$ cat config.mk
export PLATFORM = sky130hd
export DESIGN_NAME = kwd_watchdog
export DESIGN_NICKNAME = d
export VERILOG_FILES = /design/src/kwd_pkg.sv /design/src/kwd_cnt_if.sv /design/src/kwd_counter.sv /design/src/kwd_watchdog.sv
export VERILOG_INCLUDE_DIRS = /design/src
export SDC_FILE = /design/constraint.sdc
export NUM_CORES = 1
export LEC_CHECK = 0
export BUFFER_PORTS_ARGS = -buffer_cell sky130_fd_sc_hd__buf_2
export CORE_AREA = 2 2 112 114
export CTS_BUF_LIST = sky130_fd_sc_hd__clkbuf_16
export CTS_CLUSTER_SIZE = 12
export DETAILED_ROUTE_END_ITERATION = 6
export DIE_AREA = 0 0 114 116
export PLACE_DENSITY_LB_ADDON = 0.12
export SYNTH_ARGS = -nofsm -noshare
export SYNTH_HDL_FRONTEND = slang
export SYNTH_HIERARCHICAL = 1
export SYNTH_SLANG_ARGS = --single-unit
$ cat constraint.sdc
create_clock -name MCLK -period 2.5 [get_ports MCLK]
set_clock_uncertainty 0.05 [all_clocks]
set_input_delay 0.25 -clock MCLK [delete_from_list [all_inputs] [get_ports MCLK]]
set_output_delay 0.25 -clock MCLK [all_outputs]
set_load 0.02 [all_outputs]
$ cat src/kwd_defines.svh
// register map, field positions, codes and reset values of the watchdog
`ifndef KWD_DEFINES_SVH
`define KWD_DEFINES_SVH

// ----------------------------------------------------------------------
// register word indices (byte address is four times the index)
// ----------------------------------------------------------------------
`define KWD_ADR_CTRL        3'h0
`define KWD_ADR_CAUSE       3'h1
`define KWD_ADR_STAT        3'h2
`define KWD_ADR_IRQ_STAT    3'h3
`define KWD_ADR_IRQ_MASK    3'h4
`define KWD_ADR_COUNT       3'h5

// ----------------------------------------------------------------------
// control register fields and codes
// ----------------------------------------------------------------------
`define KWD_CTRL_RESET      8'h53
`define KWD_KEY_MSB         7
`define KWD_KEY_LSB         3
`define KWD_SEL_MSB         2
`define KWD_SEL_LSB         0
`define KWD_KEY_ENABLE      5'h0A
`define KWD_KEY_DISABLE     5'h15

// ----------------------------------------------------------------------
// flag and event bit positions
// ----------------------------------------------------------------------
`define KWD_CAUSE_KEYFAULT  0
`define KWD_STAT_EXPIRY     0
`define KWD_STAT_PDOWN      1
`define KWD_IRQ_EXPIRY      0
`define KWD_IRQ_KEYFAULT    1
`define KWD_IRQ_W           2

// ----------------------------------------------------------------------
// timing
// ----------------------------------------------------------------------
`define KWD_SLOW_RC_HZ      32000
`define KWD_BASE_EXP        8
`define KWD_CNT_W           15
`define KWD_KEYFAULT_DELAY  16

`endif

$ cat src/kwd_pkg.sv
// types shared by the watchdog modules
package kwd_pkg;

	// one-hot state of the key field decoder
	typedef enum logic [2:0] {
		KS_ENABLED  = 3'h1,
		KS_DISABLED = 3'h2,
		KS_FAULT    = 3'h4
	} kwd_key_state_type;

endpackage

$ cat src/kwd_cnt_if.sv
// link between the watchdog control logic and its period counter
interface kwd_cnt_if #(
	parameter int unsigned CNT_W = 15
);
	logic             tick;
	logic             clear;
	logic             run;
	logic [2:0]       sel;
	logic             expire;
	logic [CNT_W-1:0] count;

	modport ctl (output tick, output clear, output run, output sel,
		input expire, input count);
	modport cnt (input tick, input clear, input run, input sel,
		output expire, output count);
endinterface

$ cat src/kwd_counter.sv
// period counter of the watchdog, advanced by slow clock ticks
`include "kwd_defines.svh"

module kwd_counter #(
	parameter int unsigned CNT_W = 15
) (
	input  wire logic  clk,
	input  wire logic  rst_n,
	kwd_cnt_if.cnt     port
);

	logic [CNT_W-1:0] count;
	logic [CNT_W-1:0] next_count;
	logic             expire;
	logic             next_expire;
	logic [CNT_W-1:0] last;

	// ----------------------------------------------------------------
	// terminal count: low 8+sel bits set
	// ----------------------------------------------------------------
	genvar i;
	generate
		for (i = 0; i < CNT_W; i++)
		begin : g_last
			assign last[i] = (i < (`KWD_BASE_EXP + int'(port.sel)));
		end
	endgenerate

	// clear wins over a tick; only ticks advance the count
	always_comb
	begin
		next_count = count;
		next_expire = 1'b0;
		if (port.clear)
		begin
			next_count = '0;
		end
		else if (port.run && port.tick)
		begin
			if (count >= last)
			begin
				next_count = '0;
				next_expire = 1'b1;
			end
			else
			begin
				next_count = count + 1'b1;
			end
		end
	end

	// registers only
	always_ff @(posedge clk)
	begin
		if (!rst_n)
		begin
			count <= '0;
			expire <= 1'b0;
		end
		else
		begin
			count <= next_count;
			expire <= next_expire;
		end
	end

	assign port.count = count;
	assign port.expire = expire;

endmodule // kwd_counter

$ cat src/kwd_watchdog.sv
// keyed watchdog timer with wishbone registers and reset outputs
//
// Overview of operation
// The count advances only on edges of the slow RC clock input.
// A 3-bit select sets the period from 2^8 up to 2^15 slow periods.
// Key 10101B disables the watchdog and key 01010B enables it.
// Any other key value causes a full device reset after a delay.
// That reset sets the key fault flag, cleared only by writing zero.
// After power-on the key is the enable code and the select is 011.
// Overflow in normal running resets the device and sets expiry.
// Overflow in sleep or idle sets expiry and resets only PC and SP.
// The count clears on key fault reset, clear instruction or halt.
// Software must run the clear instruction within each period.
// Bits 7 to 3 of the reset cause register read as zero.
// Halt clears the count, which then runs only if enabled.
// Halt clears the expiry flag and sets the power-down flag.
// The key fault delay is a parameter counted in slow periods.
//
// Decided for this implementation: the Wishbone register port and the register addresses.
`include "kwd_defines.svh"

module kwd_watchdog #(
	parameter int unsigned KEY_FAULT_DELAY = `KWD_KEYFAULT_DELAY,
	parameter int unsigned DELAY_W         = 16
) (
	input  wire logic        MCLK,
	input  wire logic        RST_B,
	input  wire logic        SLOW_RC_CLK,
	input  wire logic        CLEAR_INSTR,
	input  wire logic        HALT_INSTR,
	input  wire logic        LOW_POWER,
	input  wire logic        WB_CYC_I,
	input  wire logic        WB_STB_I,
	input  wire logic        WB_WE_I,
	input  wire logic [4:0]  WB_ADR_I,
	input  wire logic [3:0]  WB_SEL_I,
	input  wire logic [31:0] WB_DAT_I,
	output logic      [31:0] WB_DAT_O,
	output logic             WB_ACK_O,
	output logic             DEVICE_RESET,
	output logic             CORE_RESET,
	output logic             EXPIRY_FLAG,
	output logic             POWERDOWN_FLAG,
	output logic             IRQ
);

	localparam logic [DELAY_W-1:0] DELAY_LAST =
		DELAY_W'(KEY_FAULT_DELAY - 1);
	// widest count: base exponent plus the largest select code
	localparam int unsigned CNT_W = `KWD_CNT_W;

	// ----------------------------------------------------------------
	// declarations
	// ----------------------------------------------------------------
	logic                        slow_q;
	logic                        next_slow_q;
	logic                        tick;
	logic                        req;
	logic                        wr;
	logic [2:0]                  idx;
	logic [31:0]                 rd_data;
	logic [31:0]                 next_dat;
	logic                        next_ack;
	logic [7:0]                  ctrl;
	logic [7:0]                  next_ctrl;
	kwd_pkg::kwd_key_state_type  state;
	kwd_pkg::kwd_key_state_type  next_state;
	logic [DELAY_W-1:0]          delay;
	logic [DELAY_W-1:0]          next_delay;
	logic                        fire;
	logic                        next_fire;
	logic                        key_fault;
	logic                        next_key_fault;
	logic                        next_expiry;
	logic                        next_pdown;
	logic [`KWD_IRQ_W-1:0]       irq_stat;
	logic [`KWD_IRQ_W-1:0]       next_irq_stat;
	logic [`KWD_IRQ_W-1:0]       irq_mask;
	logic [`KWD_IRQ_W-1:0]       next_irq_mask;
	logic [`KWD_IRQ_W-1:0]       events;
	logic                        next_irq;
	logic                        next_dev_rst;
	logic                        next_core_rst;
	logic [4:0]                  new_key;

	kwd_cnt_if #(.CNT_W(CNT_W)) cnt_if ();

	// ----------------------------------------------------------------
	// slow clock edge detect
	// ----------------------------------------------------------------
	// the slow clock is sampled, so it must stay well below MCLK/2
	always_comb
	begin
		next_slow_q = SLOW_RC_CLK;
	end

	always_ff @(posedge MCLK)
	begin
		if (!RST_B)
		begin
			// held high so a clock already high at release gives no tick
			slow_q <= 1'b1;
		end
		else
		begin
			slow_q <= next_slow_q;
		end
	end

	assign tick = SLOW_RC_CLK & ~slow_q;

	// ----------------------------------------------------------------
	// wishbone slave
	// ----------------------------------------------------------------
	// one wait state: request taken with ack low, ack one cycle later
	assign req = WB_CYC_I & WB_STB_I & ~WB_ACK_O;
	assign wr = req & WB_WE_I & WB_SEL_I[0];
	assign idx = WB_ADR_I[4:2];

	// read mux, unmapped words read zero
	always_comb
	begin
		rd_data = 32'h0000_0000;
		unique case (idx)
			`KWD_ADR_CTRL:
				rd_data[7:0] = ctrl;
			`KWD_ADR_CAUSE:
				rd_data[`KWD_CAUSE_KEYFAULT] = key_fault;
			`KWD_ADR_STAT:
			begin
				rd_data[`KWD_STAT_EXPIRY] = EXPIRY_FLAG;
				rd_data[`KWD_STAT_PDOWN] = POWERDOWN_FLAG;
			end
			`KWD_ADR_IRQ_STAT:
				rd_data[`KWD_IRQ_W-1:0] = irq_stat;
			`KWD_ADR_IRQ_MASK:
				rd_data[`KWD_IRQ_W-1:0] = irq_mask;
			`KWD_ADR_COUNT:
				rd_data[CNT_W-1:0] = cnt_if.count;
			default:
				rd_data = 32'h0000_0000;
		endcase
	end

	// answer every request, mapped or not
	always_comb
	begin
		next_ack = req;
		next_dat = WB_DAT_O;
		if (req)
		begin
			next_dat = rd_data;
		end
	end

	always_ff @(posedge MCLK)
	begin
		if (!RST_B)
		begin
			WB_ACK_O <= 1'b0;
			WB_DAT_O <= 32'h0000_0000;
		end
		else
		begin
			WB_ACK_O <= next_ack;
			WB_DAT_O <= next_dat;
		end
	end

	// ----------------------------------------------------------------
	// control register and key decoder
	// ----------------------------------------------------------------
	// a bad key commits to the reset; rewriting a good key cannot stop it
	always_comb
	begin
		next_ctrl = ctrl;
		next_state = state;
		next_delay = delay;
		next_fire = 1'b0;
		if (wr && idx == `KWD_ADR_CTRL)
		begin
			next_ctrl = WB_DAT_I[7:0];
		end
		new_key = next_ctrl[`KWD_KEY_MSB:`KWD_KEY_LSB];
		unique case (state)
			kwd_pkg::KS_ENABLED, kwd_pkg::KS_DISABLED:
			begin
				next_delay = '0;
				if (new_key == `KWD_KEY_ENABLE)
				begin
					next_state = kwd_pkg::KS_ENABLED;
				end
				else if (new_key == `KWD_KEY_DISABLE)
				begin
					next_state = kwd_pkg::KS_DISABLED;
				end
				else
				begin
					next_state = kwd_pkg::KS_FAULT;
				end
			end
			kwd_pkg::KS_FAULT:
			begin
				if (tick)
				begin
					if (delay == DELAY_LAST)
					begin
						next_fire = 1'b1;
						next_delay = '0;
						next_ctrl = `KWD_CTRL_RESET;
						next_state = kwd_pkg::KS_ENABLED;
					end
					else
					begin
						next_delay = delay + 1'b1;
					end
				end
			end
		endcase
	end

	// power-on values: key enabled, middle period select
	always_ff @(posedge MCLK)
	begin
		if (!RST_B)
		begin
			ctrl <= `KWD_CTRL_RESET;
			state <= kwd_pkg::KS_ENABLED;
			delay <= '0;
			fire <= 1'b0;
		end
		else
		begin
			ctrl <= next_ctrl;
			state <= next_state;
			delay <= next_delay;
			fire <= next_fire;
		end
	end

	// ----------------------------------------------------------------
	// period counter
	// ----------------------------------------------------------------
	assign cnt_if.tick = tick;
	assign cnt_if.sel = ctrl[`KWD_SEL_MSB:`KWD_SEL_LSB];
	assign cnt_if.run = (state == kwd_pkg::KS_ENABLED);
	// halt, clear instruction and key fault reset clear the count
	assign cnt_if.clear = CLEAR_INSTR | HALT_INSTR | fire;

	// a pending key fault stops the count, so no expiry races that reset
	kwd_counter #(
		.CNT_W (CNT_W)
	) kwd_counter_inst (
		.clk   (MCLK),
		.rst_n (RST_B),
		.port  (cnt_if)
	);

	// ----------------------------------------------------------------
	// flags, resets and interrupt
	// ----------------------------------------------------------------
	assign events[`KWD_IRQ_EXPIRY] = cnt_if.expire;
	assign events[`KWD_IRQ_KEYFAULT] = fire;

	// in every flag a hardware set wins over a clear in the same cycle
	always_comb
	begin
		next_key_fault = key_fault;
		next_expiry = EXPIRY_FLAG;
		next_pdown = POWERDOWN_FLAG;
		next_irq_stat = irq_stat;
		next_irq_mask = irq_mask;
		next_dev_rst = 1'b0;
		next_core_rst = 1'b0;
		// only a written zero clears, a written one is ignored
		if (wr && idx == `KWD_ADR_CAUSE
			&& !WB_DAT_I[`KWD_CAUSE_KEYFAULT])
		begin
			next_key_fault = 1'b0;
		end
		if (fire)
		begin
			next_key_fault = 1'b1;
			next_dev_rst = 1'b1;
		end
		// clear instruction ends the power-down indication
		if (CLEAR_INSTR)
		begin
			next_pdown = 1'b0;
		end
		if (HALT_INSTR)
		begin
			next_expiry = 1'b0;
			next_pdown = 1'b1;
		end
		if (cnt_if.expire)
		begin
			next_expiry = 1'b1;
			if (LOW_POWER)
			begin
				next_core_rst = 1'b1;
			end
			else
			begin
				next_dev_rst = 1'b1;
			end
		end
		if (wr && idx == `KWD_ADR_IRQ_MASK)
		begin
			next_irq_mask = WB_DAT_I[`KWD_IRQ_W-1:0];
		end
		if (wr && idx == `KWD_ADR_IRQ_STAT)
		begin
			next_irq_stat = irq_stat & ~WB_DAT_I[`KWD_IRQ_W-1:0];
		end
		next_irq_stat = next_irq_stat | events;
		next_irq = |(next_irq_stat & next_irq_mask);
	end

	// reset pulses last one cycle; the host decides what they reset
	always_ff @(posedge MCLK)
	begin
		if (!RST_B)
		begin
			key_fault <= 1'b0;
			EXPIRY_FLAG <= 1'b0;
			POWERDOWN_FLAG <= 1'b0;
			irq_stat <= '0;
			irq_mask <= '0;
			IRQ <= 1'b0;
			DEVICE_RESET <= 1'b0;
			CORE_RESET <= 1'b0;
		end
		else
		begin
			key_fault <= next_key_fault;
			EXPIRY_FLAG <= next_expiry;
			POWERDOWN_FLAG <= next_pdown;
			irq_stat <= next_irq_stat;
			irq_mask <= next_irq_mask;
			IRQ <= next_irq;
			DEVICE_RESET <= next_dev_rst;
			CORE_RESET <= next_core_rst;
		end
	end

endmodule // kwd_watchdog

==> run metrics, run 1 <==
largest net degree at the start of global routing=19; Seq/Total Area, Yosys=between 40 and 50%; P&R area growth vs syn=17.4%; H-tree depth=3; final net count=513; CTS clock-pin slew for the worst setup and hold paths=60 ps; Fmax=475 MHz; Post-synth EDFFs=0; share of post-route cells with drive strength above 1=16.6%; CP startpoint kind=register; Crit-path slowest cell=dfxtp_1; post-CTS resize count=0; status=complete, no violations; setup TNS=0 ps; Worst Path Arrival=2310 ps; I/O Pins=~90; GPL Wtd Cong=0.769; Crit path largest cell delay=just over 500 ps; overall power=about 2.5 mW; Detailed Routing Iterations Pass 1=4; first-iteration detailed-routing DRC count=roughly 130; GRT Resource Usage Total=14.1%; Routed WL=8.72 mm; Crit. End Element=register; Hold WC Path Type=input port to register; min Tclk post-route=2110 ps; die width=114 um; wire length per cell=between 10 and 15 um; delay-heaviest family, CP=compound AO/OA/AOI/OAI gates; Crit path required time=roughly 2700 ps; asr flop ratio synth=0%; n_diodes=0; kind of critical path=register to register; Post-CTS Setup Bufs=0; gr ovfl total=0; vias in the first global route=2,884; maxcap violations=0; Post-DP HPWL=6.14 mm; TritonCTS clock tree=done; Cells after Synth=406; RSZ-0062 raised after global routing=false; Rows=40; CTS Buf Count=9; later-pin clock latency in the skew report=approximately 330 ps; Buf/Inv on CP=1; Finish-stage setup viols=0; pin slew with the least headroom to its limit=601 ps; Fillers=1,264; vias post-DR=roughly 3,000; CP max FO=9; post-synth top area share=40.5%; Avg Cell Area, Syn=8.65 um2; synthesis-stage register bit count=71; clk buf depth=2; # hold bufs at CTS=0; power per standard cell area=608 mW/mm2; Port Buffers=41; antenna viol nets, final=0; die area=0.0132 mm2; Worst VDD drop=0.250 mV; DRC=0; Num Clock Sinks=slightly above 70; Final Hold Vio Count=0; initial antenna violation count=0; mapped cell area=0.00351 mm2; cell chain of the critical path=nand3_1, ha_1, and4_4, a21boi_0, a211oi_2, buf_4, nand4b_1, a31oi_1; vias per cell=4.90; area leader, netlist=dfxtp_1; ranking of synthesized cells by area=dfxtp_1, nor2_1, mux2i_1, buf_4, nand2_1; Cells after DPL=590; starting density of the core=29.5%; Distinct cells, synth=a little under 60; period utilisation layout=84.3%; first-pass GRT wire length=approximately 15 mm; max-slew violation count=0; leakage=roughly 1.6 nW; root buf cell=clkbuf_16; Final Non-Filler Cells=606; Die Height=116 um; relative slew slack=59.9%; CORE AREA=0.0119 mm2; Synth Warn #=6; ys flop type=dfxtp_1
## sequential cells by signal, indices dropped and copies added (netlist names), 2 cells and up
signal                       count
kwd_counter_inst/port.count     15
WB_DAT_O                        15
delay                           16
irq_mask                         2
irq_stat                         2
state                            3
ctrl                             8
## synth_stat cells, types with 3 or more instances
cell / number
a2111oi_0: 4
a211oi_1: 3
a21oi_1: 15
a22oi_1: 14
a31oi_1: 3
and2_1: 3
and3_1: 6
buf_4: 17
buf_6: 3
clkbuf_1: 10
dfxtp_1: 71
ha_1: 9
inv_1: 14
mux2i_1: 13
nand2_1: 34
nand2b_1: 7
nand3_1: 16
nand4_1: 10
nor2_1: 50
nor3_1: 8
nor3b_1: 4
nor4_1: 5
o211ai_1: 3
o21a_1: 3
o21ai_0: 17
o22ai_1: 3
or4_1: 3
xnor2_1: 13
xor2_1: 9
## final cells by class
cell class	count	area (um2)	area share, %
clock buffer	9	225	5.46
clock inverter	7	56.3	1.36
inverter	15	56.3	1.36
multi-input combinational	304	1890	45.7
sequential	71	1420	34.5
tap	147	184	4.46
timing repair buffer	53	295	7.16
## stage by stage
stage	instance area (um2)	utilization, %	setup WS (ps)	hold slack, ps
floorplan	3570	-	547	301
detailed placement	3840	32.3	392	406
global route	4130	34.6	211	76.9
finish	4130	34.6	393	74.8
global placement	3840	32.3	440	401
CTS	4130	34.6	377	59.7
## layer usage
layer	global-route usage, %	routed length (um)	up-vias
li1	-	-	1515
met1	18.7	4320	1400
met2	22.5	3990	48
met3	3.24	298	8
met4	5.37	119	0
met5	0	0	-
## cells in the final DEF (no fill, tap or decap), types with 4 or more instances in the layout
cell,n
ha_1,9
inv_1,16
conb_1,17
nand4_1,10
nor4_1,5
buf_4,12
nor3b_1,4
nand2b_1,7
nor3_1,8
nand2_1,34
dfxtp_1,71
clkbuf_16,9
mux2i_1,13
and3_1,6
a22oi_1,14
xor2_1,9
nand3_1,16
nor2_1,50
a21oi_1,15
a2111oi_0,4
buf_2,41
o21ai_0,17
xnor2_1,13
## final timing paths
| check | startpoint | end | slack [ps] | depth (start not counted) |
|---|---|---|---|---|
| hold reg to reg | POWERDOWN_FLAG | POWERDOWN_FLAG | 450 | 2 |
| hold / removal | SLOW_RC_CLK | slow_q | 70 | 2 |
| setup reg to reg | ctrl[2] | kwd_counter_inst/port.count[2] | 390 | 8 |
| setup / recovery | ctrl[2] | kwd_counter_inst/port.count[2] | 390 | 8 |
## logic make-up after synthesis
kind of cell             synth area share [%]
flip-flops                               40.5
AO/OA/AOI/OAI                            14.4
other                                   0.107
AND/OR/NAND/NOR                          24.8
XOR/XNOR                                 5.48
adder cells (fa/ha/maj)                  3.21
multiplexers                             4.02
buffers and inverters                    7.55
## power by group
part	leakage (nW)	total [mW]	internal, mW	switching, mW
registers	0.573	1.14	1.14	0.00393
logic	0.915	0.133	0.0397	0.0931
clock network	0.149	1.23	0.756	0.478
No activity file was read; power rests on OpenSTA's default activity.
==> run 2, diff against run 1 <==
==> constraint.sdc (replaced) <==
create_clock -name MCLK -period 1.85 [get_ports MCLK]
set_clock_uncertainty 0.05 [all_clocks]
set_input_delay 0.185 -clock MCLK [delete_from_list [all_inputs] [get_ports MCLK]]
set_output_delay 0.185 -clock MCLK [all_outputs]
set_load 0.02 [all_outputs]
==> run metrics, run 2 (same netlist as run 1, synthesis figures left out) <==
status=finished, violations left; failing checks=setup timing; CTS Buf Count=9; vias post-DR=3,144; Detailed Routing Iterations Pass 1=4; vias per cell=4.89; design area=between 0.004 and 0.005 mm2; leakage=1.83 nW; Gate power share=6.2%; RSZ-0062 raised after global routing=true; die area=0.0132 mm2; Flop pwr share=47.6%; share of post-route cells with drive strength above 1=25.4%; GPL Wtd Cong=approximately 0.77; Placement Setup Slack=-227 ps; n_diodes=0; largest net degree at the start of global routing=16; Stages on worst setup path=9; clock network fraction of total power=46.2%; Fillers=1,272; reg2reg path depth=9; overall power=between 3 and 4 mW; delay-heaviest family, CP=compound AO/OA/AOI/OAI gates; CTS clock-pin slew for the worst setup and hold paths=50 ps; relative slew slack=roughly 67%; later-pin clock latency in the skew report=approximately 340 ps; TritonCTS clock tree=done; first-iteration detailed-routing DRC count=approximately 160; root buf cell=clkbuf_16; gr ovfl total=0; period utilisation layout=105%; min Tclk post-route=1940 ps; Buf/Inv on CP=2; Die Height=116 um; antenna viol nets, final=0; Largest regs=delay: 16 flops, WB_DAT_O: 15 flops, kwd_counter_inst/port.count: 15 flops; Top reg by flops=delay; Routed WL=9.00 mm; Crit-path slowest cell=dfxtp_4; Fmax=between 500 and 600 MHz; clk buf depth=2; Worst VDD drop=0.341 mV; Final Hold Vio Count=0; Post-DP HPWL=~6.7 mm; die width=about 110 um; max-slew violation count=0; DRC=0; cell internal pwr=2.47 mW; pin slew with the least headroom to its limit=480 ps; Crit. End Element=register; switching share of total power=between 20% and 30%; worst hold slack=59.9 ps; Hold WC Path Type=input port to register; Crit path required time=roughly 2100 ps; initial antenna violation count=0; hold depth=2; Rows=40; wire length per cell=14.0 um; commonest non-fill, non-tap cells in the layout=dfxtp_1, nor2_1, buf_4, buf_2, nand2_1; final net count=551; Port Buffers=41; first-pass GRT wire length=15.0 mm; H-tree depth=3; Num Clock Sinks=71; starting density of the core=between 20% and 30%; CP max FO=12; maxcap violations=0; Crit path largest cell delay=410 ps; Switch Pwr=0.759 mW; CP startpoint kind=register; vias in the first global route=between 2,000 and 3,000; dpl cell area=0.00409 mm2; Finish-stage setup viols=15; GRT Resource Usage Total=14.6%; kind of critical path=register to register; Worst Path Arrival=between 2000 and 2500 ps; cell chain of the critical path=o21ai_2, ha_1, and4_4, a21boi_2, a211oi_2, buf_4, o21bai_4, buf_12, nor2_1; commonest non-fill, non-tap cell in the layout=dfxtp_1; power per standard cell area=719 mW/mm2; max reg flops=16; setup ws final=-87.2 ps; CORE AREA=roughly 0.012 mm2; P&R area growth vs syn=28.0%; I/O Pins=88
[run 2: cell count changes in the layout (fill, tap and decap cells not counted), moves of 3 or more]
cell      change
a21oi_1       -3
buf_4        +35
clkinv_2      -3
dfxtp_1       -3
dfxtp_4       +3
ha_1          -3
[run 2: timing repair]
action	4_1_cts	5_1_grt
hold buffers	1	0
pin swaps	7	5
hold endpoints to repair	1	0
setup endpoints to repair	16	39
buffers inserted	2	2
gates resized for setup	10	14
[run 2: routing by layer]
layer	share of wire [%]	routed length, um	global-route usage (%)	up-vias
met2	46	4130	23.1	64
met1	48	4360	19.1	1466
met3	4.1	365	3.50	12
li1	-	-	-	1602
met5	0	0	0	-
met4	1.6	140	6.26	0
[run 2: power groups by stage]
stage,sequential [mW],combinational [mW],clock [mW]
2_1_floorplan,1.58,0.133,0
3_3_place_gp,1.58,0.192,0
3_5_place_dp,1.58,0.192,0
4_1_cts,1.54,0.199,1.55
5_1_grt,1.54,0.221,1.61
6_report,1.54,0.200,1.49
[run 2: area by class of cell]
| cell class | instances | area [um2] | area share [%] |
|---|---|---|---|
| multi-input cells | 304 | 1980 | 44.0 |
| flip-flops and latches | 71 | 1430 | 31.8 |
| clock inverters | 6 | 22.5 | 0.501 |
| repair buffers | 91 | 599 | 13.3 |
| clock buffers | 9 | 225 | 5.01 |
| well taps | 147 | 184 | 4.09 |
| inverters | 15 | 56.3 | 1.25 |
[run 2: stage by stage]
| step | utilization [%] | instances | TNS (ps) |
|---|---|---|---|
| floorplan | - | 422 | 0 |
| global placement | 34.4 | 623 | -2260 |
| CTS | 37.1 | 641 | -566 |
| global route | 37.8 | 643 | -2400 |
| detailed placement | 34.4 | 623 | -2610 |
| finish | 37.8 | 643 | -759 |
[run 2: path summary, 6_finish.rpt]
kind	start	endpoint	slack (ps)
min	LOW_POWER	CORE_RESET	60
min reg2reg	WB_DAT_O[8]	WB_DAT_O[8]	450
max	ctrl[1]	kwd_counter_inst/port.count[11]	-90
max reg2reg	ctrl[1]	kwd_counter_inst/port.count[11]	-90
==> run 3, diff against run 2 <==
--- a/config.mk
+++ b/config.mk
@@ -6,9 +6,10 @@
 export SDC_FILE = /design/constraint.sdc
 export NUM_CORES = 1
 export LEC_CHECK = 0
-export BUFFER_PORTS_ARGS = -buffer_cell sky130_fd_sc_hd__buf_2
+export BUFFER_PORTS_ARGS = -buffer_cell sky130_fd_sc_hd__clkbuf_2
 export CORE_AREA = 2 2 112 114
 export CTS_BUF_LIST = sky130_fd_sc_hd__clkbuf_16
+export CTS_CLUSTER_DIAMETER = 200
 export CTS_CLUSTER_SIZE = 12
 export DETAILED_ROUTE_END_ITERATION = 6
 export DIE_AREA = 0 0 114 116
==> run metrics, run 3 (same netlist as run 1, synthesis figures left out) <==
initial antenna violation count=0; CTS Buf Count=9; period utilisation layout=99.0%; first-pass GRT wire length=14.5 mm; Routed WL=about 8.9 mm; Worst Path Arrival=2040 ps; Num Clock Sinks=71; dpl cell area=between 0.004 and 0.005 mm2; relative slew slack=a little under two thirds; CP startpoint kind=register; die area=0.0132 mm2; P&R area growth vs syn=28.6%; setup TNS=0 ps; Final Hold Vio Count=0; Crit path required time=2060 ps; starting density of the core=between 20 and 30%; first-iteration detailed-routing DRC count=126; H-tree depth=3; vias per cell=4.89; Top reg by flops=delay; vias in the first global route=2,915; max reg flops=16; Flop pwr share=47.1%; final net count=549; RSZ-0062 raised after global routing=true; Hold WC Path Type=input port to register; Largest regs=delay: 16 flops, WB_DAT_O: 15 flops, kwd_counter_inst/port.count: 15 flops; multi-input logic area=0.00201 mm2; Finish-stage setup viols=0; later-pin clock latency in the skew report=330 ps; wire length per cell=13.9 um; gr ovfl total=0; pin slew with the least headroom to its limit=roughly 530 ps; die width=114 um; Final Non-Filler Cells=approximately 640; CP max FO=8; Final Util=37.9%; CTS clock-pin slew for the worst setup and hold paths=60 ps; max-slew violation count=0; Placement Setup Slack=-106 ps; cell internal pwr=roughly 2.5 mW; kind of critical path=register to register; clock network fraction of total power=46.7%; power per standard cell area=723 mW/mm2; largest net degree at the start of global routing=16; Worst VDD drop=about 0.3 mV; vias post-DR=3,142; Rows=40; n_diodes=0; commonest non-fill, non-tap cell in the layout=dfxtp_1; TritonCTS clock tree=done; root buf cell=clkbuf_16; setup ws final=roughly 19 ps; share of post-route cells with drive strength above 1=around a quarter; design area=0.00452 mm2; DRC=0; Fmax=546 MHz; min Tclk post-route=around 1800 ps; Post-DP HPWL=approximately 6.5 mm; worst hold slack=52.6 ps; switching share of total power=23.9%; commonest non-fill, non-tap cells in the layout=dfxtp_1, nor2_1, buf_4, clkbuf_2, nand2_1; maxcap violations=0; clk buf depth=2; GRT Resource Usage Total=14.2%; leakage=1.83 nW; Port Buffers=slightly above 40; Detailed Routing Iterations Pass 1=4; Crit. End Element=register; status=complete, no violations; Sequential Area=approximately 0.0014 mm2; Cells after DPL=620; CORE AREA=0.0119 mm2; Gate power share=between 6 and 7%; antenna viol nets, final=0; GPL Wtd Cong=0.764; Switch Pwr=0.780 mW; Fillers=1,271; Die Height=116 um; overall power=3.27 mW; I/O Pins=~90
[run 3: cell types whose count changed in the layout (fill, tap and decap cells not counted), sizes merged]
cell and change:
buf -44, clkbuf +41, clkinv +2, dlygate4sd3 +1, inv -1
[run 3: timing repair]
| action | CTS | global route |
|---|---|---|
| endpoints found under the setup margin | 16 | 29 |
| endpoints found under the hold margin | 1 | 0 |
| pin swaps | 6 | 7 |
| setup buffers | 2 | 2 |
| hold buffers | 2 | 0 |
| resized for setup | 11 | 15 |
[run 3: path summary, 6_finish.rpt]
check                           slack (ps)                        endpoint  cells after the start   startpoint
worst max-delay path                    20  kwd_counter_inst/port.count[2]                      8      ctrl[2]
worst min-delay path                    50                         ctrl[4]                      3  WB_DAT_I[4]
worst max register to register          20  kwd_counter_inst/port.count[2]                      8      ctrl[2]
worst min register to register         450                     WB_DAT_O[6]                      2      ctrl[6]
[run 3: worst max-delay path: stages (launching register included)]
cell and delay [ps]:
dfxtp_4 410, nand3_2 100, ha_4 230, and4_4 180
buf_4 130, a211oi_4 240, buf_4 160, nand4b_1 90
a31oi_1 160
[run 3: power by group through the flow]
stage	Sequential, mW	Clock [mW]	Combinational, mW
2_1_floorplan	1.58	0	0.133
3_3_place_gp	1.58	0	0.197
4_1_cts	1.54	1.58	0.203
3_5_place_dp	1.58	0	0.198
6_report	1.54	1.53	0.202
5_1_grt	1.54	1.65	0.223
[run 3: layout make-up]
class | instances | share of cell area [%]
well taps | 147 | 4.07
flip-flops and latches | 71 | 31.7
inverters | 15 | 1.25
multi-input cells | 304 | 44.4
repair buffers | 89 | 12.9
clock inverters | 7 | 0.720
clock buffers | 9 | 4.98
[run 3: per-layer routing]
layer | global-route usage (%) | vias up | wire (um)
li1 | - | 1593 | -
met1 | 18.8 | 1483 | 4430
met2 | 22.2 | 57 | 4020
met3 | 3.14 | 9 | 339
met4 | 6.10 | 0 | 139
met5 | 0 | - | 0
